File: src/uas_pkg.sv
package uas_pkg;
    // Register byte offsets
    localparam logic [7:0] UAS_OFF_MODE = 8'h00;
    localparam logic [7:0] UAS_OFF_BAUD = 8'h04;
    localparam logic [7:0] UAS_OFF_TXD = 8'h08;
    localparam logic [7:0] UAS_OFF_RXB = 8'h0C;
    localparam logic [7:0] UAS_OFF_ERR = 8'h10;
    localparam logic [7:0] UAS_OFF_STAT = 8'h14;
    // Mode register fields
    localparam int UAS_MODE_POWER = 7;
    localparam int UAS_MODE_TXEN = 6;
    localparam int UAS_MODE_RXEN = 5;
    localparam int UAS_MODE_PS_HI = 4;
    localparam int UAS_MODE_PS_LO = 3;
    localparam int UAS_MODE_CL = 2;
    localparam int UAS_MODE_SL = 1;
    localparam logic [7:0] UAS_MODE_RST = 8'h01;
    // Baud divider register fields
    localparam int UAS_BAUD_SEL_HI = 7;
    localparam int UAS_BAUD_SEL_LO = 6;
    localparam int UAS_BAUD_K_HI = 4;
    localparam logic [7:0] UAS_BAUD_RST = 8'h1F;
    // Error status fields
    localparam int UAS_ERR_PE = 2;
    localparam int UAS_ERR_FE = 1;
    localparam int UAS_ERR_OVE = 0;
    // Parity modes
    localparam logic [1:0] UAS_PAR_NONE = 2'h0;
    localparam logic [1:0] UAS_PAR_ZERO = 2'h1;
    localparam logic [1:0] UAS_PAR_ODD = 2'h2;
    localparam logic [1:0] UAS_PAR_EVEN = 2'h3;
    // Clock select codes
    localparam logic [1:0] UAS_SEL_TIMER = 2'h0;
    localparam logic [1:0] UAS_SEL_DIV2 = 2'h1;
    localparam logic [1:0] UAS_SEL_DIV8 = 2'h2;
    localparam logic [1:0] UAS_SEL_DIV32 = 2'h3;
    localparam logic [1:0] UAS_RESP_OKAY = 2'h0;
    localparam logic [1:0] UAS_RESP_SLVERR = 2'h2;

    typedef enum logic [4:0] {
        UAS_TX_IDLE = 5'h01,
        UAS_TX_START = 5'h02,
        UAS_TX_DATA = 5'h04,
        UAS_TX_PAR = 5'h08,
        UAS_TX_STOP = 5'h10
    } uas_tx_e;

    typedef enum logic [4:0] {
        UAS_RX_IDLE = 5'h01,
        UAS_RX_CHECK = 5'h02,
        UAS_RX_DATA = 5'h04,
        UAS_RX_PAR = 5'h08,
        UAS_RX_STOP = 5'h10
    } uas_rx_e;
endpackage

File: src/uas_baud_cnt.sv
`timescale 1ns/1ns
module uas_baud_cnt
    import uas_pkg::*;
#(
    parameter int KW = 5
) (
    // Clock and reset
    input wire logic clk,
    input wire logic rst,
    // Control
    input wire logic clear,
    input wire logic base_tick,
    input wire logic [KW-1:0] k,
    // Pulses
    output logic half_tick,
    output logic bit_tick
);
    logic [KW-1:0] cnt_q;
    logic half_q;
    logic wrap;

    assign wrap = base_tick && (cnt_q == k - 1'b1);
    assign half_tick = wrap;
    assign bit_tick = wrap && half_q;

    always_ff @(posedge clk or posedge rst) begin
        if (rst) begin
            cnt_q <= '0;
            half_q <= 1'b0;
        end else if (clear) begin
            cnt_q <= '0;
            half_q <= 1'b0;
        end else if (wrap) begin
            cnt_q <= '0;
            half_q <= !half_q;
        end else if (base_tick) begin
            cnt_q <= cnt_q + 1'b1;
        end
    end
endmodule

File: src/uas_top.sv
// How it works
// - Parity none: no parity bit sent or expected, no parity error.
// - Power then transmit enable; writing a byte starts a framed transmission.
// - Frame order: start bit, data LSB first, parity, stop bits.
// - Transmit done pulse right after the last stop bit.
// - After a frame the transmitter idles until new data is written.
// - Receiver samples input only after power and then receive enable.
// - Falling edge starts counter; after k counts low input confirms start.
// - Bits shift in at baud rate; stop bit raises done, fills buffer.
// - Frame completing over unread buffer flags overrun, buffer kept.
// - Parity error does not abort; one done pulse after stop position.
// - Flag parity and framing errors; errors ride on receive done.
// - Receiver checks exactly one stop bit.
// - Reading error status clears all its flags.
// - Two-sample agreement filter on base clock delays reception.
// - Separate 5-bit divide counters for transmit and receive.
// - Base clock chosen by select bits, held off while power is off.
// - Transmit counter cleared while disabled and on a data write to an idle transmitter.
// - Receive counter cleared while disabled, runs from start to frame end.
// - Select 00 timer, 01 div 2, 10 div 8, 11 div 32.
// - Bit rate is base clock over twice k.
// - Mode selects 7/8 bits, parity type, 1 or 2 stop bits.
// - Power off clears unit, error status, transmit and receive registers.
//
// The AXI4-Lite register port and the placing of the registers were left to the implementer.
`timescale 1ns/1ns
module uas_top
    import uas_pkg::*;
#(
    parameter int KW = 5
) (
    // Clock and reset
    input wire logic clk,
    input wire logic rst,
    // AXI4-Lite write
    input wire logic [7:0] s_axi_awaddr,
    input wire logic s_axi_awvalid,
    output logic s_axi_awready,
    input wire logic [31:0] s_axi_wdata,
    input wire logic [3:0] s_axi_wstrb,
    input wire logic s_axi_wvalid,
    output logic s_axi_wready,
    output logic [1:0] s_axi_bresp,
    output logic s_axi_bvalid,
    input wire logic s_axi_bready,
    // AXI4-Lite read
    input wire logic [7:0] s_axi_araddr,
    input wire logic s_axi_arvalid,
    output logic s_axi_arready,
    output logic [31:0] s_axi_rdata,
    output logic [1:0] s_axi_rresp,
    output logic s_axi_rvalid,
    input wire logic s_axi_rready,
    // Serial link and clock source
    input wire logic serial_in_pin,
    output logic serial_out_pin,
    input wire logic timer_output_source,
    // Events
    output logic tx_done_irq,
    output logic rx_done_irq
);
    logic [7:0] mode_q, baud_q, tx_shift_reg_q, rx_shift_reg_q, rx_buffer_reg_q;
    logic [2:0] err_q;
    logic rx_full_q;
    logic [7:0] aw_addr_q;
    logic aw_have_q, w_have_q;
    logic [31:0] w_data_q;
    logic [3:0] w_strb_q;
    logic uart_power_on, tx_enable_bit, rx_enable_bit, len8, stop2;
    logic [1:0] par_mode, clk_sel;
    logic [KW-1:0] divisor_k_field;
    logic do_wr, wr_tx, rd_hs, rd_rxb, rd_err;
    logic [4:0] pre_q;
    logic timer_q, base_tick;
    logic filt_a_q, filt_b_q, rxf_q, rxf_prev_q;
    uas_tx_e tx_q;
    uas_rx_e rx_q;
    logic [2:0] tx_idx_q, rx_idx_q;
    logic tx_stop2_q, rx_par_q;
    logic tx_bit, rx_half, rx_bit, rx_mid, rx_done;
    logic [2:0] last_idx;

    function automatic logic par_of(input logic [7:0] d, input logic l8, input logic [1:0] pm);
        logic x;
        x = ^d[6:0] ^ (l8 & d[7]);
        case (pm)
            UAS_PAR_ODD: par_of = !x;
            UAS_PAR_EVEN: par_of = x;
            default: par_of = 1'b0;
        endcase
    endfunction

    assign uart_power_on = mode_q[UAS_MODE_POWER];
    assign tx_enable_bit = mode_q[UAS_MODE_TXEN];
    assign rx_enable_bit = mode_q[UAS_MODE_RXEN];
    assign par_mode = mode_q[UAS_MODE_PS_HI:UAS_MODE_PS_LO];
    assign len8 = mode_q[UAS_MODE_CL];
    assign stop2 = mode_q[UAS_MODE_SL];
    assign clk_sel = baud_q[UAS_BAUD_SEL_HI:UAS_BAUD_SEL_LO];
    assign divisor_k_field = baud_q[KW-1:0];
    assign last_idx = len8 ? 3'h7 : 3'h6;

    // Bus strobes
    assign do_wr = aw_have_q && w_have_q && !s_axi_bvalid;
    assign wr_tx = do_wr && (aw_addr_q == UAS_OFF_TXD) && w_strb_q[0];
    assign rd_hs = s_axi_arvalid && s_axi_arready;
    assign rd_rxb = rd_hs && (s_axi_araddr == UAS_OFF_RXB);
    assign rd_err = rd_hs && (s_axi_araddr == UAS_OFF_ERR);

    always_ff @(posedge clk or posedge rst) begin
        if (rst) begin
            aw_have_q <= 1'b0;
            w_have_q <= 1'b0;
            aw_addr_q <= 8'h00;
            w_data_q <= 32'h0000_0000;
            w_strb_q <= 4'h0;
            s_axi_awready <= 1'b1;
            s_axi_wready <= 1'b1;
            s_axi_bvalid <= 1'b0;
            s_axi_bresp <= UAS_RESP_OKAY;
        end else begin
            if (s_axi_awvalid && s_axi_awready) begin
                aw_have_q <= 1'b1;
                aw_addr_q <= s_axi_awaddr;
                s_axi_awready <= 1'b0;
            end
            if (s_axi_wvalid && s_axi_wready) begin
                w_have_q <= 1'b1;
                w_data_q <= s_axi_wdata;
                w_strb_q <= s_axi_wstrb;
                s_axi_wready <= 1'b0;
            end
            if (do_wr) begin
                s_axi_bvalid <= 1'b1;
                aw_have_q <= 1'b0;
                w_have_q <= 1'b0;
                s_axi_bresp <= (aw_addr_q == UAS_OFF_MODE || aw_addr_q == UAS_OFF_BAUD
                                || aw_addr_q == UAS_OFF_TXD) ? UAS_RESP_OKAY : UAS_RESP_SLVERR;
            end
            if (s_axi_bvalid && s_axi_bready) begin
                s_axi_bvalid <= 1'b0;
                s_axi_awready <= 1'b1;
                s_axi_wready <= 1'b1;
            end
        end
    end

    // Software-written configuration
    always_ff @(posedge clk or posedge rst) begin
        if (rst) begin
            mode_q <= UAS_MODE_RST;
            baud_q <= UAS_BAUD_RST;
        end else if (do_wr && w_strb_q[0]) begin
            if (aw_addr_q == UAS_OFF_MODE) begin
                mode_q <= {w_data_q[7:1], 1'b1};
            end
            if (aw_addr_q == UAS_OFF_BAUD) begin
                baud_q <= {w_data_q[7:6], 1'b0, w_data_q[4:0]};
            end
        end
    end

    // Read channel
    always_ff @(posedge clk or posedge rst) begin
        if (rst) begin
            s_axi_arready <= 1'b1;
            s_axi_rvalid <= 1'b0;
            s_axi_rdata <= 32'h0000_0000;
            s_axi_rresp <= UAS_RESP_OKAY;
        end else if (rd_hs) begin
            s_axi_arready <= 1'b0;
            s_axi_rvalid <= 1'b1;
            s_axi_rresp <= UAS_RESP_OKAY;
            case (s_axi_araddr)
                UAS_OFF_MODE: s_axi_rdata <= {24'h000000, mode_q};
                UAS_OFF_BAUD: s_axi_rdata <= {24'h000000, baud_q};
                UAS_OFF_TXD: s_axi_rdata <= {24'h000000, tx_shift_reg_q};
                UAS_OFF_RXB: s_axi_rdata <= {24'h000000, rx_buffer_reg_q};
                UAS_OFF_ERR: s_axi_rdata <= {29'h00000000, err_q};
                UAS_OFF_STAT: s_axi_rdata <= {30'h00000000, tx_q != UAS_TX_IDLE, rx_full_q};
                default: begin
                    s_axi_rdata <= 32'h0000_0000;
                    s_axi_rresp <= UAS_RESP_SLVERR;
                end
            endcase
        end else if (s_axi_rvalid && s_axi_rready) begin
            s_axi_rvalid <= 1'b0;
            s_axi_arready <= 1'b1;
        end
    end

    // Prescaler and base clock select
    always_ff @(posedge clk or posedge rst) begin
        if (rst) begin
            pre_q <= 5'h00;
            timer_q <= 1'b0;
        end else begin
            pre_q <= uart_power_on ? pre_q + 5'h01 : 5'h00;
            timer_q <= timer_output_source;
        end
    end

    always_comb begin
        case (clk_sel)
            UAS_SEL_TIMER: base_tick = timer_output_source && !timer_q;
            UAS_SEL_DIV2: base_tick = pre_q[0];
            UAS_SEL_DIV8: base_tick = &pre_q[2:0];
            UAS_SEL_DIV32: base_tick = &pre_q;
            default: base_tick = 1'b0;
        endcase
        base_tick = base_tick && uart_power_on;
    end

    always_ff @(posedge clk or posedge rst) begin
        if (rst) begin
            filt_a_q <= 1'b1;
            filt_b_q <= 1'b1;
            rxf_q <= 1'b1;
            rxf_prev_q <= 1'b1;
        end else if (base_tick) begin
            filt_a_q <= serial_in_pin;
            filt_b_q <= filt_a_q;
            if (filt_a_q == filt_b_q) begin
                rxf_q <= filt_b_q;
            end
            rxf_prev_q <= rxf_q;
        end else if (!uart_power_on) begin
            filt_a_q <= 1'b1;
            filt_b_q <= 1'b1;
            rxf_q <= 1'b1;
            rxf_prev_q <= 1'b1;
        end
    end

    uas_baud_cnt #(.KW(KW)) u_tx_cnt (
        .clk(clk),
        .rst(rst),
        .clear(!(uart_power_on && tx_enable_bit) || (wr_tx && tx_q == UAS_TX_IDLE)),
        .base_tick(base_tick),
        .k(divisor_k_field),
        .half_tick(),
        .bit_tick(tx_bit)
    );

    uas_baud_cnt #(.KW(KW)) u_rx_cnt (
        .clk(clk),
        .rst(rst),
        .clear(!(uart_power_on && rx_enable_bit) || rx_q == UAS_RX_IDLE),
        .base_tick(base_tick),
        .k(divisor_k_field),
        .half_tick(rx_half),
        .bit_tick(rx_bit)
    );

    always_ff @(posedge clk or posedge rst) begin
        if (rst) begin
            tx_q <= UAS_TX_IDLE;
            tx_shift_reg_q <= 8'h00;
            tx_idx_q <= 3'h0;
            tx_stop2_q <= 1'b0;
        end else if (!uart_power_on) begin
            tx_q <= UAS_TX_IDLE;
            tx_shift_reg_q <= 8'h00;
        end else if (!tx_enable_bit) begin
            tx_q <= UAS_TX_IDLE;
        end else if (wr_tx && tx_q == UAS_TX_IDLE) begin
            tx_shift_reg_q <= w_data_q[7:0];
            tx_q <= UAS_TX_START;
            tx_idx_q <= 3'h0;
        end else if (tx_bit) begin
            case (tx_q)
                UAS_TX_START: tx_q <= UAS_TX_DATA;
                UAS_TX_DATA: begin
                    tx_idx_q <= tx_idx_q + 3'h1;
                    if (tx_idx_q == last_idx) begin
                        tx_stop2_q <= stop2;
                        tx_q <= (par_mode == UAS_PAR_NONE) ? UAS_TX_STOP : UAS_TX_PAR;
                    end
                end
                UAS_TX_PAR: begin
                    tx_stop2_q <= stop2;
                    tx_q <= UAS_TX_STOP;
                end
                UAS_TX_STOP: begin
                    tx_stop2_q <= 1'b0;
                    if (!tx_stop2_q) begin
                        tx_q <= UAS_TX_IDLE;
                    end
                end
                default: tx_q <= UAS_TX_IDLE;
            endcase
        end
    end

    always_ff @(posedge clk or posedge rst) begin
        if (rst) begin
            serial_out_pin <= 1'b1;
            tx_done_irq <= 1'b0;
        end else begin
            case (tx_q)
                UAS_TX_START: serial_out_pin <= 1'b0;
                UAS_TX_DATA: serial_out_pin <= tx_shift_reg_q[tx_idx_q];
                UAS_TX_PAR: serial_out_pin <= par_of(tx_shift_reg_q, len8, par_mode);
                default: serial_out_pin <= 1'b1;
            endcase
            // pulse as the last stop bit ends
            tx_done_irq <= tx_bit && tx_q == UAS_TX_STOP && !tx_stop2_q
                           && uart_power_on && tx_enable_bit;
        end
    end

    always_ff @(posedge clk or posedge rst) begin
        if (rst) begin
            rx_q <= UAS_RX_IDLE;
            rx_shift_reg_q <= 8'h00;
            rx_idx_q <= 3'h0;
            rx_par_q <= 1'b0;
        end else if (!uart_power_on || !rx_enable_bit) begin
            rx_q <= UAS_RX_IDLE;
        end else begin
            case (rx_q)
                UAS_RX_IDLE: if (base_tick && rxf_prev_q && !rxf_q) begin
                    rx_q <= UAS_RX_CHECK;
                end
                UAS_RX_CHECK: if (rx_half) begin
                    rx_q <= rxf_q ? UAS_RX_IDLE : UAS_RX_DATA;
                    rx_idx_q <= 3'h0;
                    rx_shift_reg_q <= 8'h00;
                end
                UAS_RX_DATA: if (rx_mid) begin
                    rx_shift_reg_q[rx_idx_q] <= rxf_q;
                    rx_idx_q <= rx_idx_q + 3'h1;
                    if (rx_idx_q == last_idx) begin
                        rx_q <= (par_mode == UAS_PAR_NONE) ? UAS_RX_STOP : UAS_RX_PAR;
                    end
                end
                UAS_RX_PAR: if (rx_mid) begin
                    rx_par_q <= rxf_q;
                    rx_q <= UAS_RX_STOP;
                end
                UAS_RX_STOP: if (rx_mid) begin
                    rx_q <= UAS_RX_IDLE;
                end
                default: rx_q <= UAS_RX_IDLE;
            endcase
        end
    end

    // Samples land mid-bit: the wraps that fall between bit ticks
    assign rx_mid = rx_half && !rx_bit;
    assign rx_done = rx_q == UAS_RX_STOP && rx_mid && uart_power_on && rx_enable_bit;

    // completion, buffer and error flags; set beats read-clear
    always_ff @(posedge clk or posedge rst) begin
        if (rst) begin
            rx_buffer_reg_q <= 8'h00;
            rx_full_q <= 1'b0;
            err_q <= 3'h0;
            rx_done_irq <= 1'b0;
        end else if (!uart_power_on) begin
            rx_buffer_reg_q <= 8'h00;
            rx_full_q <= 1'b0;
            err_q <= 3'h0;
            rx_done_irq <= 1'b0;
        end else begin
            rx_done_irq <= rx_done;
            if (rd_err) begin
                err_q <= 3'h0;
            end
            if (rd_rxb) begin
                rx_full_q <= 1'b0;
            end
            if (rx_done) begin
                // Flags stay set until software reads them
                if (!rxf_q) begin
                    err_q[UAS_ERR_FE] <= 1'b1;
                end
                if ((par_mode == UAS_PAR_ODD || par_mode == UAS_PAR_EVEN)
                    && (par_of(rx_shift_reg_q, len8, par_mode) != rx_par_q)) begin
                    err_q[UAS_ERR_PE] <= 1'b1;
                end
                if (rx_full_q && !rd_rxb) begin
                    err_q[UAS_ERR_OVE] <= 1'b1;
                end else begin
                    rx_buffer_reg_q <= rx_shift_reg_q;
                    rx_full_q <= 1'b1;
                end
            end
        end
    end
endmodule

File: config.mk
export PLATFORM = sky130hd
export DESIGN_NAME = uas_top
export DESIGN_NICKNAME = d
export VERILOG_FILES = /design/src/uas_pkg.sv /design/src/uas_baud_cnt.sv /design/src/uas_top.sv
export SDC_FILE = /design/constraint.sdc
export NUM_CORES = 1
export LEC_CHECK = 0
export BUFFER_PORTS_ARGS = -buffer_cell sky130_fd_sc_hd__clkbuf_2
export CELL_PAD_IN_SITES_DETAIL_PLACEMENT = 0
export CELL_PAD_IN_SITES_GLOBAL_PLACEMENT = 1
export CORE_MARGIN = 4
export CORE_UTILIZATION = 48
export CTS_CLUSTER_SIZE = 24
export DETAILED_ROUTE_END_ITERATION = 10
export PLACE_DENSITY_LB_ADDON = 0.1
export SLEW_MARGIN = 20
export SYNTH_ARGS = -nofsm -noshare
export SYNTH_HDL_FRONTEND = slang
export SYNTH_HIERARCHICAL = 1
export SYNTH_SLANG_ARGS = --single-unit
export TNS_END_PERCENT = 20
File: constraint.sdc
create_clock -name clk -period 7.5 [get_ports clk]
set_input_delay 0.375 -clock clk [delete_from_list [all_inputs] [get_ports clk]]
set_output_delay 0.375 -clock clk [all_outputs]
set_load 0.03 [all_outputs]
==> flow_metrics.py, run 1 <==
metrics = {
    "min_path": {
        "hp-class": "input port to flop",
        "hold_path_depth": 1,
    },
    "synth": {
        "syn_avg_cell_area_um2": 10.47,
        "yosysWarnings": 6,
        "syn_inst": 629,
        "synthDistinctLibCells": 71,
        "synth-async-reset-ratio_pct": 100.0,
        "ys_seq_area_share_pct": 45.52,
        "netlist_area_um2": 6583,
        "synth_edf_count": 0,
        "synthFlopType": "dfrtp_1",
        "synth_seq_cells": 119,
    },
    "sta": {
        "fin_crit_ps": 3975,
        "setup_tns_ps": 0,
        "slew_viol_final": 0,
        "fin_worst_skew_ps": 7.654,
        "setup_ws_ps": 3525,
        "worstMarginPinSlew_ps": 875.1,
        "slew_headroom_pct": 41.66,
        "setup_violations": 0,
        "hold_viol_final": 0,
        "max_freq_ghz": 0.2516,
        "timing.final.crit_share_pct": 53.00,
        "rsz0062_at_grt": "no",
    },
    "place": {
        "post-place-ws_ps": 3558,
        "place_area_um2": 6813,
        "dp_hpwl_um": 10210,
        "gp_congestion": 0.8657,
        "dp_cells": 831,
        "numPortBuffers": 51,
    },
    "floorplan": {
        "core_area_um2": 13350,
        "row_count": 42,
        "die_x_um": 125.1,
        "initial_core_util_pct": 49.32,
        "fp.dieArea_um2": 15650,
        "die_height_um": 125.1,
        "io_pins": 105,
    },
    "drt": {
        "drt_iter0_drc": 295,
        "drc": 0,
        "vias": 4696,
        "ant_nets": 0,
        "finalWirelength_um": 14350,
        "drt-wirelength-per-cell_um": 16.61,
        "via_per_inst": 5.435,
        "drtPass1Iterations": 4,
    },
    "cts": {
        "cts_root_buf": "clkbuf_16",
        "cts_sinks": 119,
        "cts_buffer_depth": 2,
        "numCtsBuffers": 17,
        "post-cts-setup-buffers": 0,
        "clk_latency_ps": 410,
        "cts_tree": "yes",
        "h-tree-depth": 4,
        "cts_resized": 0,
        "path_clk_slew_ps": 50,
    },
    "run": {
        "cap_violations": 0,
    },
    "global_route": {
        "grt_pass1_wl_um": 24730,
        "grt_use_total_pct": 19.39,
        "grt_pass1_vias": 4859,
        "grt_max_degree": 72,
        "grt-ovfl-total": 0,
        "antenna_found_initial": 0,
    },
    "finish": {
        "nFillCells": 1148,
        "stdcell_area_um2": 7432,
        "layout_common_cells": "dfrtp_1 (104), nand2_1 (64), clkbuf_2 (51)",
        "regArea_um2": 2997,
        "final_common_cell": "dfrtp_1",
        "area_delta_synth_final_pct": 12.91,
        "multi_input_area_um2": 3252,
        "layout.cells.non_filler": 864,
        "drive_gt1_share_pct": 26.16,
        "n_antenna_cell": 0,
        "finalNetCount": 745,
        "fin_util_pct": 55.68,
    },
    "pwr": {
        "p_per_area_nw_per_um2": 256.2,
        "leakagePower_nw": 3.352,
        "ir_drop_mv": 0.1494,
    },
    "worst_setup_path": {
        "endpoint_kind": "flop",
        "critPathKind": "flop to flop",
        "required_ps": 7790,
        "ff2ff_path_depth": 13,
        "max_stage_delay_ps": 740,
        "path_cells": "ha_1 -> and3_1 -> ha_1 -> mux4_2 -> and2_1 -> nand3_1 -> nor4_4 -> nand2b_1 -> nor2_1 -> nand2_4 -> inv_2 -> and2_4 -> o21ai_2",
        "arrival_ps": 4270,
        "path_max_fanout": 16,
        "crit_slowest_cell": "nor4_4",
        "start_kind": "flop",
        "crit_top_cell": "ha_1",
    },
    "outcome": {
        "run_status": "completed",
    },
}
[registers in the layout, indices dropped and copies added, names as in the netlist, 3 cells and up]
name	count
aw_addr_q	8
rx_buffer_reg_q	8
rx_shift_reg_q	8
s_axi_rdata	8
tx_shift_reg_q	8
w_data_q	8
baud_q	7
mode_q	7
pre_q	5
rx_q	5
tx_q	5
u_rx_cnt/cnt_q	5
u_tx_cnt/cnt_q	5
err_q	3
rx_idx_q	3
tx_idx_q	3
[stage by stage]
stage          hold WS [ps]  total power, mW
2_1_floorplan         166.0            1.020
3_3_place_gp          337.6            1.077
3_5_place_dp          346.2            1.088
4_1_cts               68.06            1.924
5_1_grt               70.33            1.990
6_report              83.53            1.904
[kinds of logic (layout without fill, tap and decap cells)]
kind of cell,after synthesis,in the layout,share of synthesized area [%]
adder cells (fa/ha/maj),9,9,1.711
flip-flops,119,119,45.52
XOR/XNOR,45,45,5.987
buffers and inverters,71,105,6.501
AND/OR/NAND/NOR,223,223,18.95
other,1,26,0.05697
multiplexers,59,59,11.29
AO/OA/AOI/OAI,102,102,9.979
[layer usage]
metal,up-vias,global-route usage (%),wire length [um]
met5,-,0,0
met3,14,4.861,613
li1,2258,-,-
met1,2333,24.59,6248
met2,91,32.84,7305
met4,0,5.995,185
[synth_stat cells, types with 6 or more instances]
cell type  count  share of area [%]
a21oi_1       13               0.99
a31oi_1        7               0.67
and2_1         8               0.76
buf_2          7               0.53
buf_4         26                3.0
clkbuf_1      11               0.63
dfrtp_1      104                 40
dfstp_2       15                6.0
ha_1           9                1.7
inv_1         18                1.0
mux2_2        34                5.8
mux2i_1       15                2.3
mux4_2         8                2.7
nand2_1       64                3.6
nand2b_1       6               0.57
nand3_1       28                2.1
nand4_1        7               0.67
nor2_1        35                2.0
nor2b_1       19                1.8
nor3_1        13               0.99
o21ai_0       41                3.1
o21ai_2        8                1.1
o31ai_1        7               0.80
xnor2_1       28                3.7
xor2_1        17                2.3
[what timing repair did]
| item | 4_1_cts | 5_1_grt |
|---|---|---|
| hold buffers | 1 | 0 |
| setup endpoints to repair | 0 | 0 |
| hold endpoints to repair | 12 | 0 |
[worst max-delay path, delay by kind of cell (launching register included)]
kind                     cells  cell delay, ps
buffers and inverters        1             150
multiplexers                 1             330
adder cells (fa/ha/maj)      2             330
AO/OA/AOI/OAI                1              70
flip-flops                   1             400
AND/OR/NAND/NOR              8            2550
[cell type report]
class / instances / area share (%)
clock buffers: 22 / 6.515
clock inverters: 10 / 1.684
inverters: 19 / 0.9933
multi-input cells: 464 / 43.75
flip-flops and latches: 119 / 40.32
well taps: 176 / 2.963
repair buffers: 54 / 3.771
[power breakdown]
part,switching [mW],internal [mW],total [mW]
logic,0.161,0.117,0.277
clock network,0.278,0.553,0.831
registers,0.0689,0.727,0.796
total,0.508,1.40,1.90
[path summary, 6_finish.rpt]
| path | start | end | slack (ps) |
|---|---|---|---|
| worst max register to register | pre_q[0]$_DFF_PP0_ | rx_buffer_reg_q[3]$_DFFE_PP0P_ | 3530 |
| min in group asynchronous | rst | u_tx_cnt/cnt_q[1]$_DFFE_PP0P_ | 460 |
| max in group asynchronous | rst | tx_idx_q[1]$_DFFE_PP0P_ | 5700 |
| worst max-delay path | pre_q[0]$_DFF_PP0_ | rx_buffer_reg_q[3]$_DFFE_PP0P_ | 3530 |
| worst min register to register | s_axi_rdata[5]$_DFFE_PP0P_ | s_axi_rdata[5]$_DFFE_PP0P_ | 460 |
| worst min-delay path | timer_output_source | timer_q$_DFF_PP0_ | 80 |
Note: power is estimated with default switching activity, not from simulation.
==> run 2: changes to the inputs <==
--- a/config.mk
+++ b/config.mk
@@ -5,11 +5,12 @@
 export SDC_FILE = /design/constraint.sdc
 export NUM_CORES = 1
 export LEC_CHECK = 0
+export ABC_AREA = 1
 export BUFFER_PORTS_ARGS = -buffer_cell sky130_fd_sc_hd__clkbuf_2
 export CELL_PAD_IN_SITES_DETAIL_PLACEMENT = 0
 export CELL_PAD_IN_SITES_GLOBAL_PLACEMENT = 1
 export CORE_MARGIN = 4
-export CORE_UTILIZATION = 48
+export CORE_UTILIZATION = 38
 export CTS_CLUSTER_SIZE = 24
 export DETAILED_ROUTE_END_ITERATION = 10
 export PLACE_DENSITY_LB_ADDON = 0.1
==> constraint.sdc (replaced) <==
create_clock -name clk -period 3.3 [get_ports clk]
set_input_delay 0.165 -clock clk [delete_from_list [all_inputs] [get_ports clk]]
set_output_delay 0.165 -clock clk [all_outputs]
set_load 0.03 [all_outputs]
==> run 2 against run 1 <==
  * Sequential share of layout area decreased by 3.0 points
  * Cell area up 7.9%
  * Critical path depth rose by 7
  * Core utilization shrank 9.3 points
  * Critical path type unchanged
  * Critical endpoint is now tx_idx_q[2]$_DFFE_PP0P_
==> flow_metrics.py, run 2 <==
metrics = {
    "outcome": {
        "run_status": "completed",
    },
    "sta": {
        "fin_crit_ps": 2986,
        "slew_viol_final": 0,
        "setup_tns_ps": 0,
        "worstMarginPinSlew_ps": 704.1,
        "rsz0062_at_grt": "no",
        "max_freq_ghz": 0.3349,
        "setup_violations": 0,
        "slew_headroom_pct": 53.06,
        "hold_viol_final": 0,
        "fin_worst_skew_ps": 10.90,
        "timing.final.crit_share_pct": 90.50,
    },
    "cts": {
        "cts_sinks": 119,
        "cts_tree": "yes",
        "clk_latency_ps": 420,
        "cts_root_buf": "clkbuf_16",
        "numCtsBuffers": 17,
        "h-tree-depth": 4,
        "cts_buffer_depth": 2,
        "path_clk_slew_ps": 60,
    },
    "floorplan": {
        "io_pins": 105,
        "fp.dieArea_um2": 19840,
        "initial_core_util_pct": 38.79,
        "die_x_um": 140.9,
        "row_count": 48,
        "core_area_um2": 17300,
        "die_height_um": 140.9,
    },
    "finish": {
        "nFillCells": 1748,
        "final_common_cell": "nand2_1",
        "regArea_um2": 2997,
        "area_delta_synth_final_pct": 19.58,
        "n_antenna_cell": 0,
        "finalNetCount": 1036,
        "drive_gt1_share_pct": 18.18,
        "layout_common_cells": "nand2_1 (257), inv_1 (107), dfrtp_1 (104)",
        "multi_input_area_um2": 3110,
    },
    "global_route": {
        "antenna_found_initial": 0,
        "grt_max_degree": 77,
        "grt_pass1_wl_um": 28790,
        "grt_pass1_vias": 5712,
        "grt_use_total_pct": 18.05,
        "grt-ovfl-total": 0,
    },
    "pwr": {
        "ir_drop_mv": 0.3832,
        "switchingPower_mw": 1.545,
        "pwr-share-clk_pct": 40.8,
        "leakagePower_nw": 3.971,
        "p_per_area_nw_per_um2": 590.8,
        "seq_power_share_pct": 39.5,
        "internal_power_mw": 3.195,
        "power.total_mw": 4.740,
        "switching_share_pct": 32.60,
        "p_comb_share_pct": 19.7,
    },
    "drt": {
        "drt_iter0_drc": 468,
        "routed-wl-met3_um": 726,
        "vias": 5810,
        "drc": 0,
        "dr.max_layer_used": "met4",
        "ant_nets": 0,
        "via_per_inst": 4.826,
        "drt-wirelength-per-cell_um": 14.32,
        "finalWirelength_um": 17240,
        "dr_wl_met2_um": 7697,
        "drtPass1Iterations": 5,
        "wl_met1_um": 8536,
    },
    "worst_setup_path": {
        "critPathCapture": "tx_idx_q[2]$_DFFE_PP0P_",
        "reg2reg_from": "pre_q[0]$_DFF_PP0_",
        "path_buf_inv": 2,
        "arrival_ps": 3290,
        "path_cells": "ha_1 -> nand2_1 -> nor2_1 -> ha_1 -> nand2_1 -> nand3_1 -> nand2_1 -> nor2_2 -> buf_4 -> nand2_1 -> nor2_1 -> nand2_1 -> a21oi_2 -> nand2_2 -> nor2_2 -> inv_1 -> nor3_4 -> nand2_1 -> xor2_1 -> nor2_1",
        "worstReg2RegEnd": "tx_idx_q[2]$_DFFE_PP0P_",
        "crit_top_cell": "nand2_1",
        "path_max_fanout": 8,
        "endpoint_kind": "flop",
        "critPathKind": "flop to flop",
        "ff2ff_path_depth": 20,
        "cp.depth": 20,
        "crit_family": "simple AND/OR/NAND/NOR gates",
        "crit_slowest_cell": "dfrtp_1",
        "reg2reg_slack_ps": 310,
        "required_ps": 3600,
        "start_kind": "flop",
        "max_stage_delay_ps": 400,
        "startpoint": "pre_q[0]$_DFF_PP0_",
    },
    "synth": {
        "yosysWarnings": 6,
        "syn_avg_cell_area_um2": 7.632,
        "netlist_area_um2": 6709,
        "syn_inst": 879,
    },
    "run": {
        "cap_violations": 0,
    },
    "place": {
        "numPortBuffers": 51,
        "gp_congestion": 0.8423,
        "dp_hpwl_um": 12820,
    },
    "min_path": {
        "hp-class": "input port to flop",
    },
}
## run 2: cell count changes in the layout (fill, tap and decap cells not counted), sizes merged, moves of 28 or more
cell,change
inv,+105
mux2,-34
nand2,+207
nand3,+44
nor2,+37
o21ai,+28
## run 2: layout make-up
type,instances,share of cell area (%)
multi-input cells,623,38.77
flip-flops and latches,119,37.35
repair buffers,83,6.956
inverters,122,5.770
clock buffers,19,5.521
well taps,225,3.509
clock inverters,13,2.121
## run 2: power by group through the flow
stage / clock, mW / sequential, mW / combinational, mW
after floorplan: 0 / 1.93 / 0.597
after global placement: 0 / 1.89 / 0.896
after detailed placement: 0 / 1.90 / 0.904
after CTS: 1.96 / 1.88 / 0.943
after global routing: 2.04 / 1.90 / 1.05
final: 1.93 / 1.87 / 0.932
## run 2: timing repair
action / CTS / global route
resized for setup: 0 / 7
setup buffers: 0 / 3
setup endpoints to repair: 0 / 10
hold buffers: 25 / 0
hold endpoints to repair: 34 / 0
## run 2: how the worst min path moves through the flow
| stage | start | endpoint | slack (ps) | cells past startpoint |
|---|---|---|---|---|
| finish | serial_in_pin | filt_a_q$_DFFE_PP1P_ | 4 | 3 |
| floorplan | rst | u_rx_cnt/cnt_q[0]$_DFFE_PP0P_ | -40 | 1 |
| global route | serial_in_pin | filt_a_q$_DFFE_PP1P_ | 8 | 3 |
| CTS | serial_in_pin | filt_a_q$_DFFE_PP1P_ | 4 | 3 |
| detailed placement | rst | u_tx_cnt/cnt_q[3]$_DFFE_PP0P_ | 150 | 2 |
| global placement | rst | u_tx_cnt/cnt_q[3]$_DFFE_PP0P_ | 140 | 2 |
## run 2: worst register-to-register path, cell delays in order (launching register included)
cell     delay [ps]
dfrtp_1         400
ha_1            200
nand2_1          60
nor2_1           90
ha_1            150
nand2_1          50
nand3_1         120
nand2_1         100
nor2_2          170
buf_4           210
nand2_1          70
nor2_1           80
nand2_1          70
a21oi_2         120
nand2_2         110
nor2_2          190
inv_1           120
nor3_4          260
nand2_1         100
xor2_1          150
nor2_1           50
## run 2: routing by layer
layer | GRT usage, % | up-vias
li1 | - | 2932
met1 | 25.56 | 2729
met2 | 27.90 | 130
met3 | 3.697 | 19
met4 | 5.609 | 0
met5 | 0 | -
## run 2: per-stage QoR
| stage | hold slack (ps) | cells | worst slack, ps | cell area, um^2 | utilization (%) |
|---|---|---|---|---|---|
| after detailed placement | 150.9 | 1144 | 169.9 | 7112 | 41.12 |
| after global placement | 143.5 | 1144 | 255.1 | 7112 | 41.12 |
| after floorplan | -44.04 | 904 | 342.6 | 6803 | - |
| after CTS | 4.101 | 1201 | 115.9 | 7975 | 46.11 |
| final | 3.766 | 1204 | 313.6 | 8023 | 46.38 |
| after global routing | 8.378 | 1204 | 9.650 | 8023 | 46.38 |
